<file path="config.mk">
export PLATFORM = sky130hd
export DESIGN_NAME = timer8_wave_ctrl
export DESIGN_NICKNAME = d
export VERILOG_FILES = /design/src/design/timer8_pkg.sv /design/src/design/wave_channel.sv /design/src/design/timer8_wave_ctrl.sv
export SDC_FILE = /design/constraint.sdc
export NUM_CORES = 1
export LEC_CHECK = 0
export BUFFER_PORTS_ARGS = -buffer_cell sky130_fd_sc_hd__buf_4
export CAP_MARGIN = 15
export CORE_MARGIN = 2
export CORE_UTILIZATION = 25
export CTS_CLUSTER_SIZE = 25
export DETAILED_ROUTE_END_ITERATION = 10
export GPL_ROUTABILITY_DRIVEN = 0
export SLEW_MARGIN = 5
export SYNTH_ARGS = -nofsm -noshare
export SYNTH_HDL_FRONTEND = slang
export SYNTH_HIERARCHICAL = 1
export SYNTH_SLANG_ARGS = --single-unit
</file>
<file path="constraint.sdc">
create_clock -name SYS_CLK -period 2.6 [get_ports SYS_CLK]
set_input_delay 0.13 -clock SYS_CLK [delete_from_list [all_inputs] [get_ports SYS_CLK]]
set_output_delay 0.13 -clock SYS_CLK [all_outputs]
set_load 0.05 [all_outputs]
</file>
<file path="src/design/timer8_pkg.sv">
// Purpose: Shared constants and types of the 8-bit timer waveform block
// Assumes: Byte addresses on a 32-bit Avalon-MM slave, one word per register
// Notes:   Each offset, field position and limit, and the control, compare and count reset values, are named here
package timer8_pkg;

    // Register byte addresses
    localparam logic [7:0] ADDR_CTRL_A    = 8'h30;
    localparam logic [7:0] ADDR_CTRL_B    = 8'h34;
    localparam logic [7:0] ADDR_CMP_A     = 8'h38;
    localparam logic [7:0] ADDR_CMP_B     = 8'h3c;
    localparam logic [7:0] ADDR_COUNT     = 8'h40;
    localparam logic [7:0] ADDR_FLAGS     = 8'h44;

    // Field positions
    localparam int         OUT_A_LSB      = 6;
    localparam int         OUT_B_LSB      = 4;
    localparam int         WAVE_LOW_LSB   = 0;
    localparam int         WAVE_HI_BIT    = 3;
    localparam int         FLAG_OVF_BIT   = 0;
    localparam int         FLAG_DIR_BIT   = 1;

    // Writable bits and reset values
    localparam logic [7:0] CTRL_A_WMASK   = 8'hf3;
    localparam logic [7:0] CTRL_B_WMASK   = 8'h08;
    localparam logic [7:0] CTRL_RST       = 8'h00;
    localparam logic [7:0] CMP_RST        = 8'h00;
    localparam logic [7:0] COUNT_RST      = 8'h00;

    // Counter limits
    localparam logic [7:0] COUNT_MAX      = 8'hff;
    localparam logic [7:0] COUNT_BOTTOM   = 8'h00;

    typedef enum logic [2:0] {
        WM_NORMAL   = 3'b000,
        WM_PC_FF    = 3'b001,
        WM_CTC      = 3'b010,
        WM_FAST_FF  = 3'b011,
        WM_RES4     = 3'b100,
        WM_PC_CMP   = 3'b101,
        WM_RES6     = 3'b110,
        WM_FAST_CMP = 3'b111
    } wave_mode_e;

    typedef enum logic [1:0] {
        OM_OFF    = 2'b00,
        OM_TOGGLE = 2'b01,
        OM_CLEAR  = 2'b10,
        OM_SET    = 2'b11
    } out_mode_e;

endpackage : timer8_pkg

</file>
<file path="src/design/wave_channel.sv">
// Purpose: One compare-output channel: drives a waveform pin and its enable
// Assumes: Mode class, match and top signals come from the counter core
// Notes:   TOGGLE_OK is 1 for channel A, 0 for channel B
`timescale 1ns/1ps
module wave_channel #(
    parameter bit TOGGLE_OK = 1'b1
) (
    input  wire logic       clk,
    input  wire logic       rst_n,
    input  wire logic       pwm_fast,
    input  wire logic       pwm_phase,
    input  wire logic       wave_mode_hi,
    input  wire logic [1:0] out_mode,
    input  wire logic       match,
    input  wire logic       at_top,
    input  wire logic       dir_down,
    input  wire logic       cmp_is_top,
    output logic            wave_out,
    output logic            wave_en
);

    logic wave_out_reg;
    logic wave_out_next;
    logic wave_en_reg;

    wire  pwm        = pwm_fast | pwm_phase;
    wire  toggle_pwm = TOGGLE_OK & wave_mode_hi;
    wire  is_toggle  = out_mode == timer8_pkg::OM_TOGGLE;
    wire  connect    = (out_mode != timer8_pkg::OM_OFF)
                       & ~(pwm & is_toggle & ~toggle_pwm);

    always_comb
    begin
        wave_out_next = wave_out_reg;
        if (!pwm)
        begin
            if (match)
            begin
                case (out_mode)
                    timer8_pkg::OM_TOGGLE: wave_out_next = ~wave_out_reg;
                    timer8_pkg::OM_CLEAR:  wave_out_next = 1'h0;
                    timer8_pkg::OM_SET:    wave_out_next = 1'h1;
                    default:               wave_out_next = wave_out_reg;
                endcase
            end
        end
        else if (is_toggle)
        begin
            if (toggle_pwm && match)
                wave_out_next = ~wave_out_reg;
        end
        else if (out_mode[1])
        begin
            if (pwm_fast)
            begin
                if (at_top)
                    wave_out_next = ~out_mode[0];
                else if (match && !cmp_is_top)
                    wave_out_next = out_mode[0];
            end
            else if (cmp_is_top)
            begin
                if (at_top)
                    wave_out_next = ~out_mode[0];
            end
            else if (match)
            begin
                wave_out_next = out_mode[0] ^ dir_down;
            end
        end
    end

    always_ff @(posedge clk or negedge rst_n)
    begin
        if (!rst_n)
        begin
            wave_out_reg <= 1'h0;
            wave_en_reg  <= 1'h0;
        end
        else
        begin
            wave_out_reg <= wave_out_next;
            wave_en_reg  <= connect;
        end
    end

    assign wave_out = wave_out_reg;
    assign wave_en  = wave_en_reg;

    a_off_disconnects: assert property (
        @(posedge clk) disable iff (!rst_n)
        out_mode == timer8_pkg::OM_OFF |=> !wave_en)
        else $error("Channel enabled with output mode off");

    a_nonpwm_clear: assert property (
        @(posedge clk) disable iff (!rst_n)
        !pwm && out_mode == timer8_pkg::OM_CLEAR && match |=> !wave_out)
        else $error("Non-PWM clear on match failed");

    a_fast_top_set: assert property (
        @(posedge clk) disable iff (!rst_n)
        pwm_fast && out_mode == timer8_pkg::OM_CLEAR && at_top
        |=> wave_out)
        else $error("Fast PWM did not set output at top");

    a_phase_down_set: assert property (
        @(posedge clk) disable iff (!rst_n)
        pwm_phase && out_mode == timer8_pkg::OM_CLEAR && match
        && dir_down && !cmp_is_top |=> wave_out)
        else $error("Phase PWM did not set on down match");

    a_pwm_toggle_gate: assert property (
        @(posedge clk) disable iff (!rst_n)
        pwm && is_toggle |=> wave_en == $past(toggle_pwm))
        else $error("PWM toggle enable gating wrong");

endmodule : wave_channel

</file>
<file path="src/design/timer8_wave_ctrl.sv">
// How it works
// - Nonzero channel A output mode routes channel A waveform onto its pin, except 1 in PWM without wave_mode_hi.
// - Output mode meaning depends on non-PWM, fast PWM or phase PWM.
// - Non-PWM channel A: 0 off, 1 toggle, 2 clear, 3 set on match.
// - Fast PWM A: 2 clears on match, sets at top; 3 inverse; 0 off.
// - PWM A value 1 toggles on match only with wave_mode_hi set.
// - Phase PWM A: 2 clears up-match, sets down-match; 3 inverse.
// - Compare A equal to top with high bit: ignore match, act at top.
// - Nonzero channel B output mode routes channel B waveform onto its pin, except 1 in PWM modes.
// - Non-PWM channel B: 0 off, 1 toggle, 2 clear, 3 set on match.
// - Fast PWM B: 2 clear/set top, 3 inverse, 1 reserved.
// - Phase PWM B: 2 clears up-match, sets down-match; 3 inverse; 1 reserved.
// - Compare B equal to top with high bit: ignore match, act at top.
// - Control A bits 3 and 2 always read zero.
// - Wave mode is three bits; 0 normal, 1/5 phase, 2 ctc, 3/7 fast.
// - Top 0xFF or compare A by mode; compare update immediate or at top.
// - Overflow set at MAX, at BOTTOM in phase modes, at top in mode 7.
// - Fast PWM counts up to top then clears to zero next clock.
// - Phase PWM counts up to top, then straight down to bottom, with no hold at top.
//
// Purpose: Timer control A decode, counter core and two waveform channels
// Assumes: Avalon-MM slave with waitrequest; timer clock is SYS_CLK
// Notes:   Every access takes two cycles; upper read data bits are zero
//
// Implementation choice: register access over Avalon-MM.
`timescale 1ns/1ps
module timer8_wave_ctrl (
    input  wire logic        SYS_CLK,
    input  wire logic        RESETN,
    input  wire logic [7:0]  AVS_ADDRESS,
    input  wire logic        AVS_READ,
    input  wire logic        AVS_WRITE,
    input  wire logic [31:0] AVS_WRITEDATA,
    input  wire logic [3:0]  AVS_BYTEENABLE,
    output logic      [31:0] AVS_READDATA,
    output logic             AVS_WAITREQUEST,
    output logic             WAVE_OUT_A,
    output logic             WAVE_EN_A,
    output logic             WAVE_OUT_B,
    output logic             WAVE_EN_B,
    output logic             OVERFLOW_FLAG
);

    logic       wait_reg;
    logic [7:0] rdata_reg;
    logic [7:0] rdata_next;
    logic [7:0] ctrl_a_reg;
    logic [7:0] ctrl_b_reg;
    logic [7:0] cmp_buf_a_reg;
    logic [7:0] cmp_buf_b_reg;
    logic [7:0] cmp_act_a_reg;
    logic [7:0] cmp_act_b_reg;
    logic [7:0] count_reg;
    logic [7:0] count_next;
    logic       dir_down_reg;
    logic       dir_down_next;
    logic       ovf_reg;

    // Bus handshake
    wire        req       = AVS_READ | AVS_WRITE;
    wire        wr_commit = AVS_WRITE & ~wait_reg & AVS_BYTEENABLE[0];
    wire        rd_take   = AVS_READ & wait_reg;
    wire [7:0]  wdata     = AVS_WRITEDATA[7:0];
    wire        sel_a     = AVS_ADDRESS == timer8_pkg::ADDR_CTRL_A;
    wire        sel_b     = AVS_ADDRESS == timer8_pkg::ADDR_CTRL_B;
    wire        sel_ca    = AVS_ADDRESS == timer8_pkg::ADDR_CMP_A;
    wire        sel_cb    = AVS_ADDRESS == timer8_pkg::ADDR_CMP_B;
    wire        sel_fl    = AVS_ADDRESS == timer8_pkg::ADDR_FLAGS;

    wire timer8_pkg::wave_mode_e mode = timer8_pkg::wave_mode_e'(
        {ctrl_b_reg[timer8_pkg::WAVE_HI_BIT],
         ctrl_a_reg[timer8_pkg::WAVE_LOW_LSB +: 2]});
    wire        is_fast   = mode == timer8_pkg::WM_FAST_FF
                          | mode == timer8_pkg::WM_FAST_CMP;
    wire        is_phase  = mode == timer8_pkg::WM_PC_FF
                          | mode == timer8_pkg::WM_PC_CMP;
    wire        top_cmp   = mode == timer8_pkg::WM_CTC
                          | mode == timer8_pkg::WM_PC_CMP
                          | mode == timer8_pkg::WM_FAST_CMP;
    wire [7:0]  top       = top_cmp ? cmp_act_a_reg : timer8_pkg::COUNT_MAX;
    wire        at_top    = count_reg == top;
    wire        at_bottom = count_reg == timer8_pkg::COUNT_BOTTOM;
    wire        cmp_load  = (is_fast | is_phase) ? at_top : 1'h1;
    wire        ovf_set   = ((mode == timer8_pkg::WM_NORMAL
                            | mode == timer8_pkg::WM_CTC
                            | mode == timer8_pkg::WM_FAST_FF)
                            & count_reg == timer8_pkg::COUNT_MAX)
                          | (is_phase & at_bottom)
                          | (mode == timer8_pkg::WM_FAST_CMP & at_top);
    wire        ovf_clr   = wr_commit & sel_fl
                          & wdata[timer8_pkg::FLAG_OVF_BIT];
    wire        match_a   = count_reg == cmp_act_a_reg;
    wire        match_b   = count_reg == cmp_act_b_reg;
    wire        a_is_top  = cmp_act_a_reg == top;
    wire        b_is_top  = cmp_act_b_reg == top;

    always_comb
    begin
        if (sel_a)
            rdata_next = ctrl_a_reg & timer8_pkg::CTRL_A_WMASK;
        else if (sel_b)
            rdata_next = ctrl_b_reg & timer8_pkg::CTRL_B_WMASK;
        else if (sel_ca)
            rdata_next = cmp_buf_a_reg;
        else if (sel_cb)
            rdata_next = cmp_buf_b_reg;
        else if (AVS_ADDRESS == timer8_pkg::ADDR_COUNT)
            rdata_next = count_reg;
        else if (sel_fl)
            rdata_next = {6'h00, dir_down_reg, ovf_reg};
        else
            rdata_next = 8'h00;
    end

    always_comb
    begin
        count_next    = 8'(count_reg + 8'h01);
        dir_down_next = 1'h0;
        if (is_phase)
        begin
            dir_down_next = dir_down_reg;
            if (!dir_down_reg)
            begin
                if (at_top)
                begin
                    dir_down_next = 1'h1;
                    count_next    = at_bottom ? count_reg
                                              : 8'(count_reg - 8'h01);
                end
            end
            else if (at_bottom)
            begin
                dir_down_next = 1'h0;
                if (at_top)
                    count_next = count_reg;
            end
            else
            begin
                count_next = 8'(count_reg - 8'h01);
            end
        end
        else if (top_cmp && at_top)
        begin
            count_next = timer8_pkg::COUNT_BOTTOM;
        end
    end

    always_ff @(posedge SYS_CLK or negedge RESETN)
    begin
        if (!RESETN)
        begin
            wait_reg  <= 1'h1;
            rdata_reg <= 8'h00;
        end
        else
        begin
            wait_reg <= ~(req & wait_reg);
            if (rd_take)
                rdata_reg <= rdata_next;
        end
    end

    always_ff @(posedge SYS_CLK or negedge RESETN)
    begin
        if (!RESETN)
        begin
            ctrl_a_reg    <= timer8_pkg::CTRL_RST;
            ctrl_b_reg    <= timer8_pkg::CTRL_RST;
            cmp_buf_a_reg <= timer8_pkg::CMP_RST;
            cmp_buf_b_reg <= timer8_pkg::CMP_RST;
        end
        else
        begin
            if (wr_commit && sel_a)
                ctrl_a_reg <= wdata & timer8_pkg::CTRL_A_WMASK;
            if (wr_commit && sel_b)
                ctrl_b_reg <= wdata & timer8_pkg::CTRL_B_WMASK;
            if (wr_commit && sel_ca)
                cmp_buf_a_reg <= wdata;
            if (wr_commit && sel_cb)
                cmp_buf_b_reg <= wdata;
        end
    end

    always_ff @(posedge SYS_CLK or negedge RESETN)
    begin
        if (!RESETN)
        begin
            cmp_act_a_reg <= timer8_pkg::CMP_RST;
            cmp_act_b_reg <= timer8_pkg::CMP_RST;
            count_reg     <= timer8_pkg::COUNT_RST;
            dir_down_reg  <= 1'h0;
            ovf_reg       <= 1'h0;
        end
        else
        begin
            if (cmp_load)
            begin
                cmp_act_a_reg <= cmp_buf_a_reg;
                cmp_act_b_reg <= cmp_buf_b_reg;
            end
            count_reg    <= count_next;
            dir_down_reg <= dir_down_next;
            ovf_reg      <= ovf_set | (ovf_reg & ~ovf_clr);
        end
    end

    wave_channel #(
        .TOGGLE_OK (1'h1)
    ) u_chan_a (
        .clk          (SYS_CLK),
        .rst_n        (RESETN),
        .pwm_fast     (is_fast),
        .pwm_phase    (is_phase),
        .wave_mode_hi (ctrl_b_reg[timer8_pkg::WAVE_HI_BIT]),
        .out_mode     (ctrl_a_reg[timer8_pkg::OUT_A_LSB +: 2]),
        .match        (match_a),
        .at_top       (at_top),
        .dir_down     (dir_down_reg),
        .cmp_is_top   (a_is_top),
        .wave_out     (WAVE_OUT_A),
        .wave_en      (WAVE_EN_A)
    );

    wave_channel #(
        .TOGGLE_OK (1'h0)
    ) u_chan_b (
        .clk          (SYS_CLK),
        .rst_n        (RESETN),
        .pwm_fast     (is_fast),
        .pwm_phase    (is_phase),
        .wave_mode_hi (ctrl_b_reg[timer8_pkg::WAVE_HI_BIT]),
        .out_mode     (ctrl_a_reg[timer8_pkg::OUT_B_LSB +: 2]),
        .match        (match_b),
        .at_top       (at_top),
        .dir_down     (dir_down_reg),
        .cmp_is_top   (b_is_top),
        .wave_out     (WAVE_OUT_B),
        .wave_en      (WAVE_EN_B)
    );

    assign AVS_READDATA    = {24'h000000, rdata_reg};
    assign AVS_WAITREQUEST = wait_reg;
    assign OVERFLOW_FLAG   = ovf_reg;

    a_reserved_read_zero: assert property (
        @(posedge SYS_CLK) disable iff (!RESETN)
        rd_take && sel_a |=> AVS_READDATA[3:2] == 2'h0)
        else $error("Reserved control bits read nonzero");

    a_unused_write_drop: assert property (
        @(posedge SYS_CLK) disable iff (!RESETN)
        wr_commit && sel_a |=> ctrl_a_reg[3:2] == 2'h0
        && ctrl_a_reg[7:4] == $past(wdata[7:4]))
        else $error("Control write stored wrong bits");

    a_fast_wrap_zero: assert property (
        @(posedge SYS_CLK) disable iff (!RESETN)
        is_fast && at_top |=> count_reg == timer8_pkg::COUNT_BOTTOM)
        else $error("Fast PWM did not clear after top");

    a_phase_turn_top: assert property (
        @(posedge SYS_CLK) disable iff (!RESETN)
        is_phase && at_top && !dir_down_reg && !at_bottom
        |=> dir_down_reg && count_reg == 8'($past(count_reg) - 8'h01))
        else $error("Phase PWM did not turn at top");

    a_phase_turn_bot: assert property (
        @(posedge SYS_CLK) disable iff (!RESETN)
        is_phase && dir_down_reg && at_bottom && !at_top
        |=> !dir_down_reg ##0 count_reg == 8'h01)
        else $error("Phase PWM did not turn at bottom");

    a_ctc_clear_top: assert property (
        @(posedge SYS_CLK) disable iff (!RESETN)
        mode == timer8_pkg::WM_CTC && match_a
        |=> count_reg == timer8_pkg::COUNT_BOTTOM)
        else $error("Compare-clear mode missed top");

    a_cmp_immediate: assert property (
        @(posedge SYS_CLK) disable iff (!RESETN)
        !is_fast && !is_phase |=> cmp_act_a_reg == $past(cmp_buf_a_reg))
        else $error("Immediate compare update missed");

    a_ovf_at_max: assert property (
        @(posedge SYS_CLK) disable iff (!RESETN)
        (mode == timer8_pkg::WM_NORMAL || mode == timer8_pkg::WM_FAST_FF)
        && count_reg == timer8_pkg::COUNT_MAX |=> OVERFLOW_FLAG)
        else $error("Overflow not set at MAX");

    a_ovf_phase_bottom: assert property (
        @(posedge SYS_CLK) disable iff (!RESETN)
        is_phase && at_bottom |=> OVERFLOW_FLAG)
        else $error("Overflow not set at BOTTOM");

    a_bus_one_wait: assert property (
        @(posedge SYS_CLK) disable iff (!RESETN)
        req && AVS_WAITREQUEST |=> !AVS_WAITREQUEST ##1 AVS_WAITREQUEST)
        else $error("Bus answer not in two cycles");

    c_fast_top: cover property (
        @(posedge SYS_CLK) disable iff (!RESETN) is_fast && at_top);

    c_phase_turn: cover property (
        @(posedge SYS_CLK) disable iff (!RESETN)
        is_phase && !dir_down_reg ##1 dir_down_reg);

    c_ovf_clear: cover property (
        @(posedge SYS_CLK) disable iff (!RESETN) ovf_reg && ovf_clr);

    c_toggle_a: cover property (
        @(posedge SYS_CLK) disable iff (!RESETN)
        WAVE_EN_A && $changed(WAVE_OUT_A));

endmodule : timer8_wave_ctrl

</file>
==> out/metrics.cfg, run 1 <==
[global_route]
grt_remaining_overflow = 0
grt_pass1_vias = 3303
use_met3_pct = 2.57
grt_max_degree = 63
met1_usage_pct = 18.4
track_usage_pct = 13.4
grtUsageMet2_pct = 21.8
antenna_found_initial = 0
grt.busiest_layer = met2
grt_pass1_wl_um = 17700

[worst_setup_path]
cp.arrival_ns = 3.00
reg2reg_from = ctrl_a_reg[0]
path_class = reg2reg
r2r.worst_path.cells = 10
crit_fanout = 7
cp.required_ns = 2.82
ff2ff_setup_slack_ns = -0.19
r2r_end = u_chan_b/wave_out
cp-start-kind = flip-flop
worst-path-stages = 10
crit_chain = or3b_4, buf_4, a21oi_2, o22ai_1, or4b_4, nor2_4, or2b_1, nand3_1, a22o_1, mux2_4
slowest_stage = or4b_4
path_buf_inv = 1
crit_family = simple AND/OR/NAND/NOR gates
slowest_delay_ns = 0.53
worst_setup_path_end_kind = flip-flop
crit_start = ctrl_a_reg[0]

[sta]
fin_ws_ns = -0.189
hold_slack_ns = 0.0412
tns_ns = -0.634
worstMarginPinSlew_ns = 0.822
hold_viol_final = 0
rsz0062_at_grt = yes
post-route-period-util_pct = 107
skew_ns = 0.00742
period_needed_ns = 2.79
maxSlewHeadroom_pct = 45.2
setup_viol = 8
max_freq_mhz = 359
slew_viol_final = 0

[outcome]
failed_checks = negative setup slack
outcome = finished, violations left

[finish]
utilization_pct = 33.1
syn2layout_area_growth_pct = 29.9
final_area_sq_mm = 0.00522
diodes = 0
fill_cells = 1615
drive_gt1_share_pct = 35.3
final_nets = 548

[yosys]
synth_cell_type_count = 70
synth_seq_area_share_pct = 38.7
syn_inst = 424
ys_seq_elements = 62
synth_compound_area_share_pct = 18.0
ys_warn_count = 6
synth_xor_area_share_pct = 2.84
avgSynthCellArea_sq_um = 9.47
synthAdderAreaFrac_pct = 0.935
synth_top_cell_by_area = dfrtp_1
synth_simple_gate_area_share_pct = 18.4
synth_flop_cell = dfrtp_1
synth_top_family_by_area = simple AND/OR/NAND/NOR gates
async_flop_share_pct = 100
yosysTopAreaCellShare_pct = 38.0
synth.area.top_cells = dfrtp_1 38%, mux2_2 10%, buf_4 4.5%
synth_mux_area_share_pct = 12.8
synth-edff-count = 0
syn_area_sq_mm = 0.00402

[routing]
drt_pass1_iterations = 5
drc_errors = 0
dr.first_iter.drc_count = 377
num_vias = 3635
via_per_inst = 5.06
detail_route.wirelength_um = 11800
avgRoutedWirePerCell_um = 16.5
ant_nets = 0

[clock_tree]
path_clk_slew_ns = 0.06
cts-root-buf = clkbuf_16
htreeDepth = 3
cts.sinks = 62
cts.path.max_buffers = 2
clk_latency_ns = 0.33
cts_buffers = 9
cts_tree = built

[pwr]
power.total_mw = 3.10
peakVddDrop_mv = 0.330
pwr-share-seq_pct = 34.4
netSwitchingFraction_pct = 32.7
netSwitchingPower_mw = 1.02
clockPowerShare_pct = 40.6
p_per_area_mw_per_mm2 = 595
combPwrFrac_pct = 25.0
intPower_mw = 2.09
leakage_nw = 2.33

[min_path]
hold_end = cmp_buf_b_reg[7]
min-delay-start = AVS_WRITEDATA[7]
hold_class = in2reg
min_path_cells = 2

[die]
die_x_um = 131
io_pins = 86
initial_core_util_pct = 25.5
die_area_sq_mm = 0.0171
die_y_um = 131
num_rows = 46
coreArea_sq_mm = 0.0158

[place]
portBuffers = 34
dp_hpwl_um = 8370
place_area_sq_mm = 0.00464

[job]
drv_cap = 0

[final cells by class]
cell class / instances / area (sq um) / area share [%]
sequential: 62 / 1550 / 29.8
inverter: 14 / 52.6 / 1.01
clock buffer: 10 / 239 / 4.58
multi-input combinational: 329 / 2400 / 46.0
tap: 216 / 270 / 5.18
clock inverter: 6 / 70.1 / 1.34
timing repair buffer: 81 / 631 / 12.1
[cells by family after synthesis]
kind of cell | Yosys count
and+or+nand+nor | 136
DFF | 62
buffers and inverters | 57
other | 1
adders and majority gates | 3
xor gates and xnor gates | 13
AOI/OAI and AO/OA | 108
muxes | 44
[layout by cell type (no fill, tap or decap), types with 3 or more instances in the layout]
| cell | Yosys | final |
|---|---|---|
| a21oi_1 | 25 | 22 |
| a21oi_2 | 1 | 4 |
| a221oi_1 | 8 | 7 |
| a22o_1 | 3 | 3 |
| a22oi_1 | 4 | 3 |
| a31oi_1 | 4 | 3 |
| a32oi_1 | 3 | 3 |
| and2_1 | 7 | 7 |
| buf_4 | 24 | 74 |
| buf_6 | 3 | 4 |
| clkbuf_16 | 0 | 9 |
| conb_1 | 1 | 24 |
| dfrtp_1 | 61 | 61 |
| dlygate4sd3_1 | 0 | 3 |
| ha_1 | 3 | 3 |
| inv_1 | 13 | 12 |
| mux2_2 | 36 | 35 |
| mux2_4 | 5 | 8 |
| nand2_1 | 36 | 35 |
| nand3_1 | 11 | 10 |
| nand4_1 | 6 | 6 |
| nor2_1 | 24 | 22 |
| nor2b_1 | 8 | 5 |
| nor2b_4 | 0 | 3 |
| nor3_1 | 14 | 13 |
| nor4_1 | 6 | 5 |
| o211ai_1 | 5 | 5 |
| o21ai_0 | 25 | 21 |
| o21ai_1 | 2 | 6 |
| o22ai_1 | 8 | 7 |
| xnor2_1 | 10 | 10 |
| xor2_1 | 3 | 3 |
[power by group through the flow]
stage	registers (mW)	clock network, mW	logic (mW)
floorplan	1.13	0	0.436
global placement	1.08	0	0.690
detailed placement	1.08	0	0.696
CTS	1.07	1.27	0.722
global route	1.07	1.31	0.827
finish	1.07	1.26	0.776
[metrics by stage]
step / setup WS (ns) / cells
finish: -0.189 / 718
global placement: -0.110 / 688
global route: -0.205 / 718
CTS: -0.128 / 711
floorplan: -0.0701 / 447
detailed placement: -0.200 / 688
[routing by layer]
| layer | share of wire, % | wire length (um) |
|---|---|---|
| met1 | 43 | 5140 |
| met2 | 48 | 5650 |
| met3 | 7.2 | 854 |
| met4 | 1.6 | 187 |
| met5 | 0 | 0 |
[synthesized netlist by cell type (all sizes together) (2+ instances only)]
library cell	count
inv	13
nand2	38
a221oi	8
nor3b	2
xnor2	10
o22ai	9
and3	2
a22o	3
o21a	2
a2111oi	2
nor2	24
a211oi	2
and4b	2
a221o	2
dfrtp	61
mux2	43
xor2	3
nor3	17
ha	3
o21ai	28
or4b	2
clkbuf	11
o21bai	2
nor4	6
a22oi	4
a32oi	3
nand3	11
and2	8
nand2b	2
nand4	6
o211ai	5
or3	2
buf	32
and4	2
or2b	2
a31oi	5
a21oi	26
nor2b	8
[timing repair]
item / in CTS / in global routing
setup endpoints to repair: 16 / 21
endpoints found under the hold margin: 62 / 0
pin swaps: 7 / 22
buffers inserted: 4 / 6
hold buffers: 3 / 0
gates resized for setup: 5 / 33
gates cloned: 0 / 1
[worst max path at each step]
stage	to	slack, ns
after floorplan	u_chan_b/wave_out	-0.07
after global placement	u_chan_b/wave_out	-0.11
after detailed placement	u_chan_b/wave_out	-0.20
after CTS	u_chan_b/wave_out	-0.13
after global routing	u_chan_b/wave_out	-0.21
final	u_chan_b/wave_out	-0.19
Note: power is estimated with default switching activity, not from simulation.
==> inputs of run 2 (changes only) <==
SETUP_SLACK_MARGIN = 0.02   (was not set)
==> run 2 against run 1 <==
Critical endpoint unchanged. Die area is the same. Critical path type unchanged. Clock power about the same. Worst hold slack is essentially flat. Final cell count is the same. Largest cell class unchanged. Utilization unchanged. Routed wire length is 0.11% lower. Sequential share of layout area unchanged. Non-clock buffer count unchanged. Critical path depth is the same. The run still ends with negative setup slack left. Clock skew about the same.
==> out/metrics.cfg, run 2 (synthesis results as in run 1) <==
[worst_setup_path]
crit_start = ctrl_a_reg[0]
cp.arrival_ns = 2.99
crit_chain = or3b_4, buf_4, a21oi_2, o22ai_1, or4b_4, nor2_4, or2b_1, nand3_1, a22o_1, mux2_4
slowest_delay_ns = 0.53
worst_setup_path_end_kind = flip-flop
slowest_stage = or4b_4
reg2reg_from = ctrl_a_reg[0]
cp.required_ns = 2.81
cp-start-kind = flip-flop
crit_fanout = 7
path_class = reg2reg

[sta]
maxSlewHeadroom_pct = 44.7
hold_viol_final = 0
fin_ws_ns = -0.171
period_needed_ns = 2.77
skew_ns = 0.00737
setup_viol = 7
max_freq_mhz = 361
slew_viol_final = 0
rsz0062_at_grt = yes
worstMarginPinSlew_ns = 0.829
post-route-period-util_pct = 107

[routing]
drt_pass1_iterations = 5
ant_nets = 0
num_vias = 3615
via_per_inst = 5.03
dr.first_iter.drc_count = 353
drc_errors = 0
avgRoutedWirePerCell_um = 16.5
detail_route.wirelength_um = 11800

[die]
die_x_um = 131
num_rows = 46
initial_core_util_pct = 25.5
die_area_sq_mm = 0.0171
die_y_um = 131
coreArea_sq_mm = 0.0158
io_pins = 86

[place]
post-place-ws_ns = -0.200
dp_hpwl_um = 8370
portBuffers = 34

[outcome]
outcome = finished, violations left
failed_checks = negative setup slack

[global_route]
grt_pass1_wl_um = 17700
grt_max_degree = 63
antenna_found_initial = 0
grt_pass1_vias = 3303
track_usage_pct = 13.4
grt_remaining_overflow = 0

[pwr]
leakage_nw = 2.33
p_per_area_mw_per_mm2 = 594
peakVddDrop_mv = 0.330
power.total_mw = 3.10

[finish]
final_cell_mix = 74 x buf_4, 61 x dfrtp_1, 35 x nand2_1, 35 x mux2_2, 24 x conb_1
final-seq-area_sq_mm = 0.00155
multi_input_area_sq_mm = 0.00240
final_nets = 548
layout.cells.most_common = buf_4
fill_cells = 1615
drive_gt1_share_pct = 35.3
diodes = 0
syn2layout_area_growth_pct = 29.9

[min_path]
hold_class = in2reg
min-delay-start = AVS_WRITEDATA[7]

[clock_tree]
cts_buffers = 9
cts.path.max_buffers = 2
cts_tree = built
htreeDepth = 3
cts.sinks = 62
cts-root-buf = clkbuf_16
clk_latency_ns = 0.33
path_clk_slew_ns = 0.06

[job]
drv_cap = 0

## run 2: cell counts in the layout (fill, tap and decap cells not counted)
Identical to the previous run, type by type.
## run 2: through the flow
stage                     area [sq um]  hold WS [ns]  util, %  TNS (ns)  std cells
after floorplan                   4140        -0.166        -   -0.0748        447
final                             5220        0.0414     33.1    -0.554        718
after global placement            4640         0.273     29.4    -0.150        688
after CTS                         5040        0.0380     31.9    -0.210        711
after detailed placement          4640         0.282     29.4    -0.894        688
after global routing              5220        0.0409     33.1     -1.76        718
## run 2: repair_timing
action | in CTS | in global routing
cloned | 0 | 1
setup buffers | 4 | 6
endpoints found under the hold margin | 62 | 0
pin swaps | 7 | 23
hold buffers | 3 | 0
gates resized for setup | 5 | 33
endpoints found under the setup margin | 16 | 22
## run 2: per-layer routing
layer  up-vias  wire length (um)  part of all wire [%]  global-route usage [%]
li1       1663                 -                     -                       -
met1      1757              5150                    44                    18.4
met2       176              5700                    48                    21.8
met3        19               799                   6.8                    2.57
met4         0               171                   1.4                    3.69
met5         -                 0                     0                       0
## run 2: final timing paths
| path | end | slack, ns | depth (start not counted) |
|---|---|---|---|
| setup / recovery | u_chan_b/wave_out | -0.17 | 10 |
| hold / removal | cmp_buf_b_reg[7] | 0.04 | 2 |
| setup reg to reg | u_chan_b/wave_out | -0.17 | 10 |
| hold reg to reg | rdata_reg[5] | 0.49 | 2 |
| max in group asynchronous | ctrl_a_reg[6] | 1.60 | 2 |
| min in group asynchronous | count_reg[2] | 0.43 | 2 |
## run 2: where the power goes
part	leakage (nW)	switching (mW)	total, mW	internal (mW)
sequential	0.837	0.0430	1.07	1.02
clock	0.147	0.484	1.26	0.775
combinational	1.35	0.484	0.773	0.289
## run 2: worst max-delay path, delay by kind of cell (launching register included)
kind,cells,cell delay [ns]
AND/OR/NAND/NOR,5,1.35
AO/OA/AOI/OAI,3,0.51
flip-flops,1,0.38
multiplexers,1,0.25
buffers and inverters,1,0.16
## run 2: cell type report
| class | instances | share of cell area [%] |
|---|---|---|
| clock inverters | 6 | 1.34 |
| repair buffers | 81 | 12.1 |
| inverters | 14 | 1.01 |
| flip-flops and latches | 62 | 29.8 |
| multi-input cells | 329 | 46.0 |
| clock buffers | 10 | 4.58 |
| well taps | 216 | 5.18 |
==> inputs of run 3 (changes only) <==
ABC_AREA = 1   (was not set)
CELL_PAD_IN_SITES_DETAIL_PLACEMENT = 2   (was not set)
CELL_PAD_IN_SITES_GLOBAL_PLACEMENT = 2   (was not set)
PLACE_DENSITY_LB_ADDON = 0.1   (was not set)
==> run 3 against run 2 <==
The flow now finishes without violations. Clock power shrank 3%. Area after synthesis grew 2.4%. Worst hold slack gained 0.035 ns. Highest routed layer unchanged.
==> out/metrics.cfg, run 3 <==
[outcome]
outcome = finished clean

[die]
die_area_sq_mm = 0.0175
io_pins = 86
coreArea_sq_mm = 0.0160
die_x_um = 132
die_y_um = 132
num_rows = 46
initial_core_util_pct = 25.7

[job]
drv_cap = 0

[sta]
tns_ns = 0
fin_ws_ns = 0.195
period_needed_ns = 2.40
max_freq_mhz = 416
rsz0062_at_grt = no
worstMarginPinSlew_ns = 0.879
skew_ns = 0.00533
post-route-period-util_pct = 92.5
setup_viol = 0
slew_viol_final = 0
maxSlewHeadroom_pct = 41.4
hold_viol_final = 0

[finish]
diodes = 0
final_cell_mix = 153 x nand2_1, 61 x dfrtp_1, 60 x inv_1, 48 x o21ai_0, 48 x buf_4
final_nets = 664
drive_gt1_share_pct = 15.2
layout.cells.most_common = nand2_1
syn2layout_area_growth_pct = 19.4

[worst_setup_path]
slowest_stage = dfrtp_1
slowest_delay_ns = 0.49
worst_setup_path_end_kind = flip-flop
cp-start-kind = flip-flop
path_class = reg2reg
crit_family = simple AND/OR/NAND/NOR gates
crit_top_cell = nand2_1
path_buf_inv = 2
cp.required_ns = 2.83
crit_fanout = 6
crit_chain = inv_1, nand2_1, a21oi_1, nand3_1, nor4_1, buf_4, nand2_1, nand3_1, nand3_2, o21ai_1, nand2_1
cp.arrival_ns = 2.63

[place]
portBuffers = 34
post-place-ws_ns = 0.0795
dp_hpwl_um = 11700

[yosys]
synthAdderAreaFrac_pct = 0.913
async_flop_share_pct = 100
ys_top_cells_by_count = 154 x nand2_1, 61 x dfrtp_1, 60 x inv_1, 48 x o21ai_0, 45 x nand3_1
syn_inst = 564
synth_compound_area_share_pct = 11.8
yosysTopAreaCellShare_pct = 37.1
synth_seq_area_share_pct = 37.8
avgSynthCellArea_sq_um = 7.29
ys_seq_elements = 62
synth_top_cell_by_area = dfrtp_1
synth-edff-count = 0
post-synth-top-count-cell = nand2_1
synth_top_family_by_area = simple AND/OR/NAND/NOR gates
synth_flop_cell = dfrtp_1
synth.area.top_cells = dfrtp_1 37%, nand2_1 14%, o21ai_0 5.8%
synth_xor_area_share_pct = 5.33
ys_warn_count = 6
syn_area_sq_mm = 0.00411
synth_simple_gate_area_share_pct = 30.5
synth_mux_area_share_pct = 1.10
synth_cell_type_count = 40

[min_path]
hold_class = in2reg

[pwr]
power.total_mw = 2.79
p_per_area_mw_per_mm2 = 568
peakVddDrop_mv = 0.291
leakage_nw = 2.24

[clock_tree]
htreeDepth = 3
cts_buffers = 9
cts-root-buf = clkbuf_16
post_cts_buffers = 0
clk_latency_ns = 0.33
cts.sinks = 62
cts.path.max_buffers = 2
cts_tree = built
path_clk_slew_ns = 0.06

[global_route]
grt_pass1_wl_um = 23800
grt_max_degree = 63
antenna_found_initial = 0
grt_remaining_overflow = 0
track_usage_pct = 17.7
grt_pass1_vias = 4206

[routing]
via_per_inst = 4.64
detail_route.wirelength_um = 14800
drc_errors = 0
num_vias = 3866
drt_pass1_iterations = 4
ant_nets = 0
dr.first_iter.drc_count = 158
avgRoutedWirePerCell_um = 17.8

[run 3: cell count changes after synthesis, moves of 7 or more]
cell / change
mux2_2: -32
a221oi_1: -8
nor3_1: -9
nor2b_1: -8
clkbuf_1: -7
xor2_1: +18
nand2_1: +118
inv_1: +47
nand3_1: +34
nor2_1: +14
o21ai_0: +23
[run 3: per-layer routing]
layer  track usage, %  vias up  wire length, um
li1                 -     1881                -
met1             22.6     1920             6810
met2             30.8       54             7460
met3             3.46       11              410
met4             3.94        0              157
met5                0        -                0
[run 3: where the power goes]
group	switching [mW]	internal [mW]
sequential	0.0617	1.00
clock	0.451	0.767
combinational	0.368	0.135
[run 3: cell type report]
cell class                      instances  area [sq um]
Fill cell                            1953         11100
Sequential cell                        62          1550
Timing Repair Buffer                   51           390
Inverter                               67           251
Clock inverter                          4          48.8
Multi-Input combinational cell        422          2150
Clock buffer                           12           246
Tap cell                              216           270
[run 3: final timing paths]
path,end,start,slack [ns],cells past startpoint
max,u_chan_b/wave_out,count_reg[3],0.20,11
min,cmp_buf_b_reg[2],AVS_WRITEDATA[2],0.08,3
max reg2reg,u_chan_b/wave_out,count_reg[3],0.20,11
min reg2reg,rdata_reg[6],rdata_reg[6],0.49,2
max in group asynchronous,rdata_reg[7],RESETN,1.56,2
min in group asynchronous,count_reg[0],RESETN,0.44,2
[run 3: what timing repair did]
item | CTS | global route
hold buffers | 3 | 0
endpoints found under the hold margin | 62 | 0
endpoints found under the setup margin | 0 | 2
resized for setup | 0 | 3
[run 3: kinds of logic after synthesis]
family          count (synthesis)
other cells                     1
mux                             4
simple gates                  278
buf+inv                       103
xor+xnor                       25
fa+ha+maj                       3
flops                          62
compound gates                 88
[run 3: worst register-to-register path, stage by stage (launching register included)]
cell     delay [ns]
dfrtp_1        0.49
inv_1          0.32
nand2_1        0.11
a21oi_1        0.21
nand3_1        0.09
nor4_1         0.43
buf_4          0.23
nand2_1        0.05
nand3_1        0.09
nand3_2        0.10
o21ai_1        0.12
nand2_1        0.06
[run 3: stage by stage]
step                area (sq um)  utilization [%]  cells  hold slack [ns]
finish                      4910             30.7    834           0.0768
global route                4910             30.7    834           0.0884
CTS                         4890             30.6    834           0.0688
detailed placement          4570             28.6    815            0.297
global placement            4570             28.6    815            0.287
floorplan                   4200                -    587           -0.166
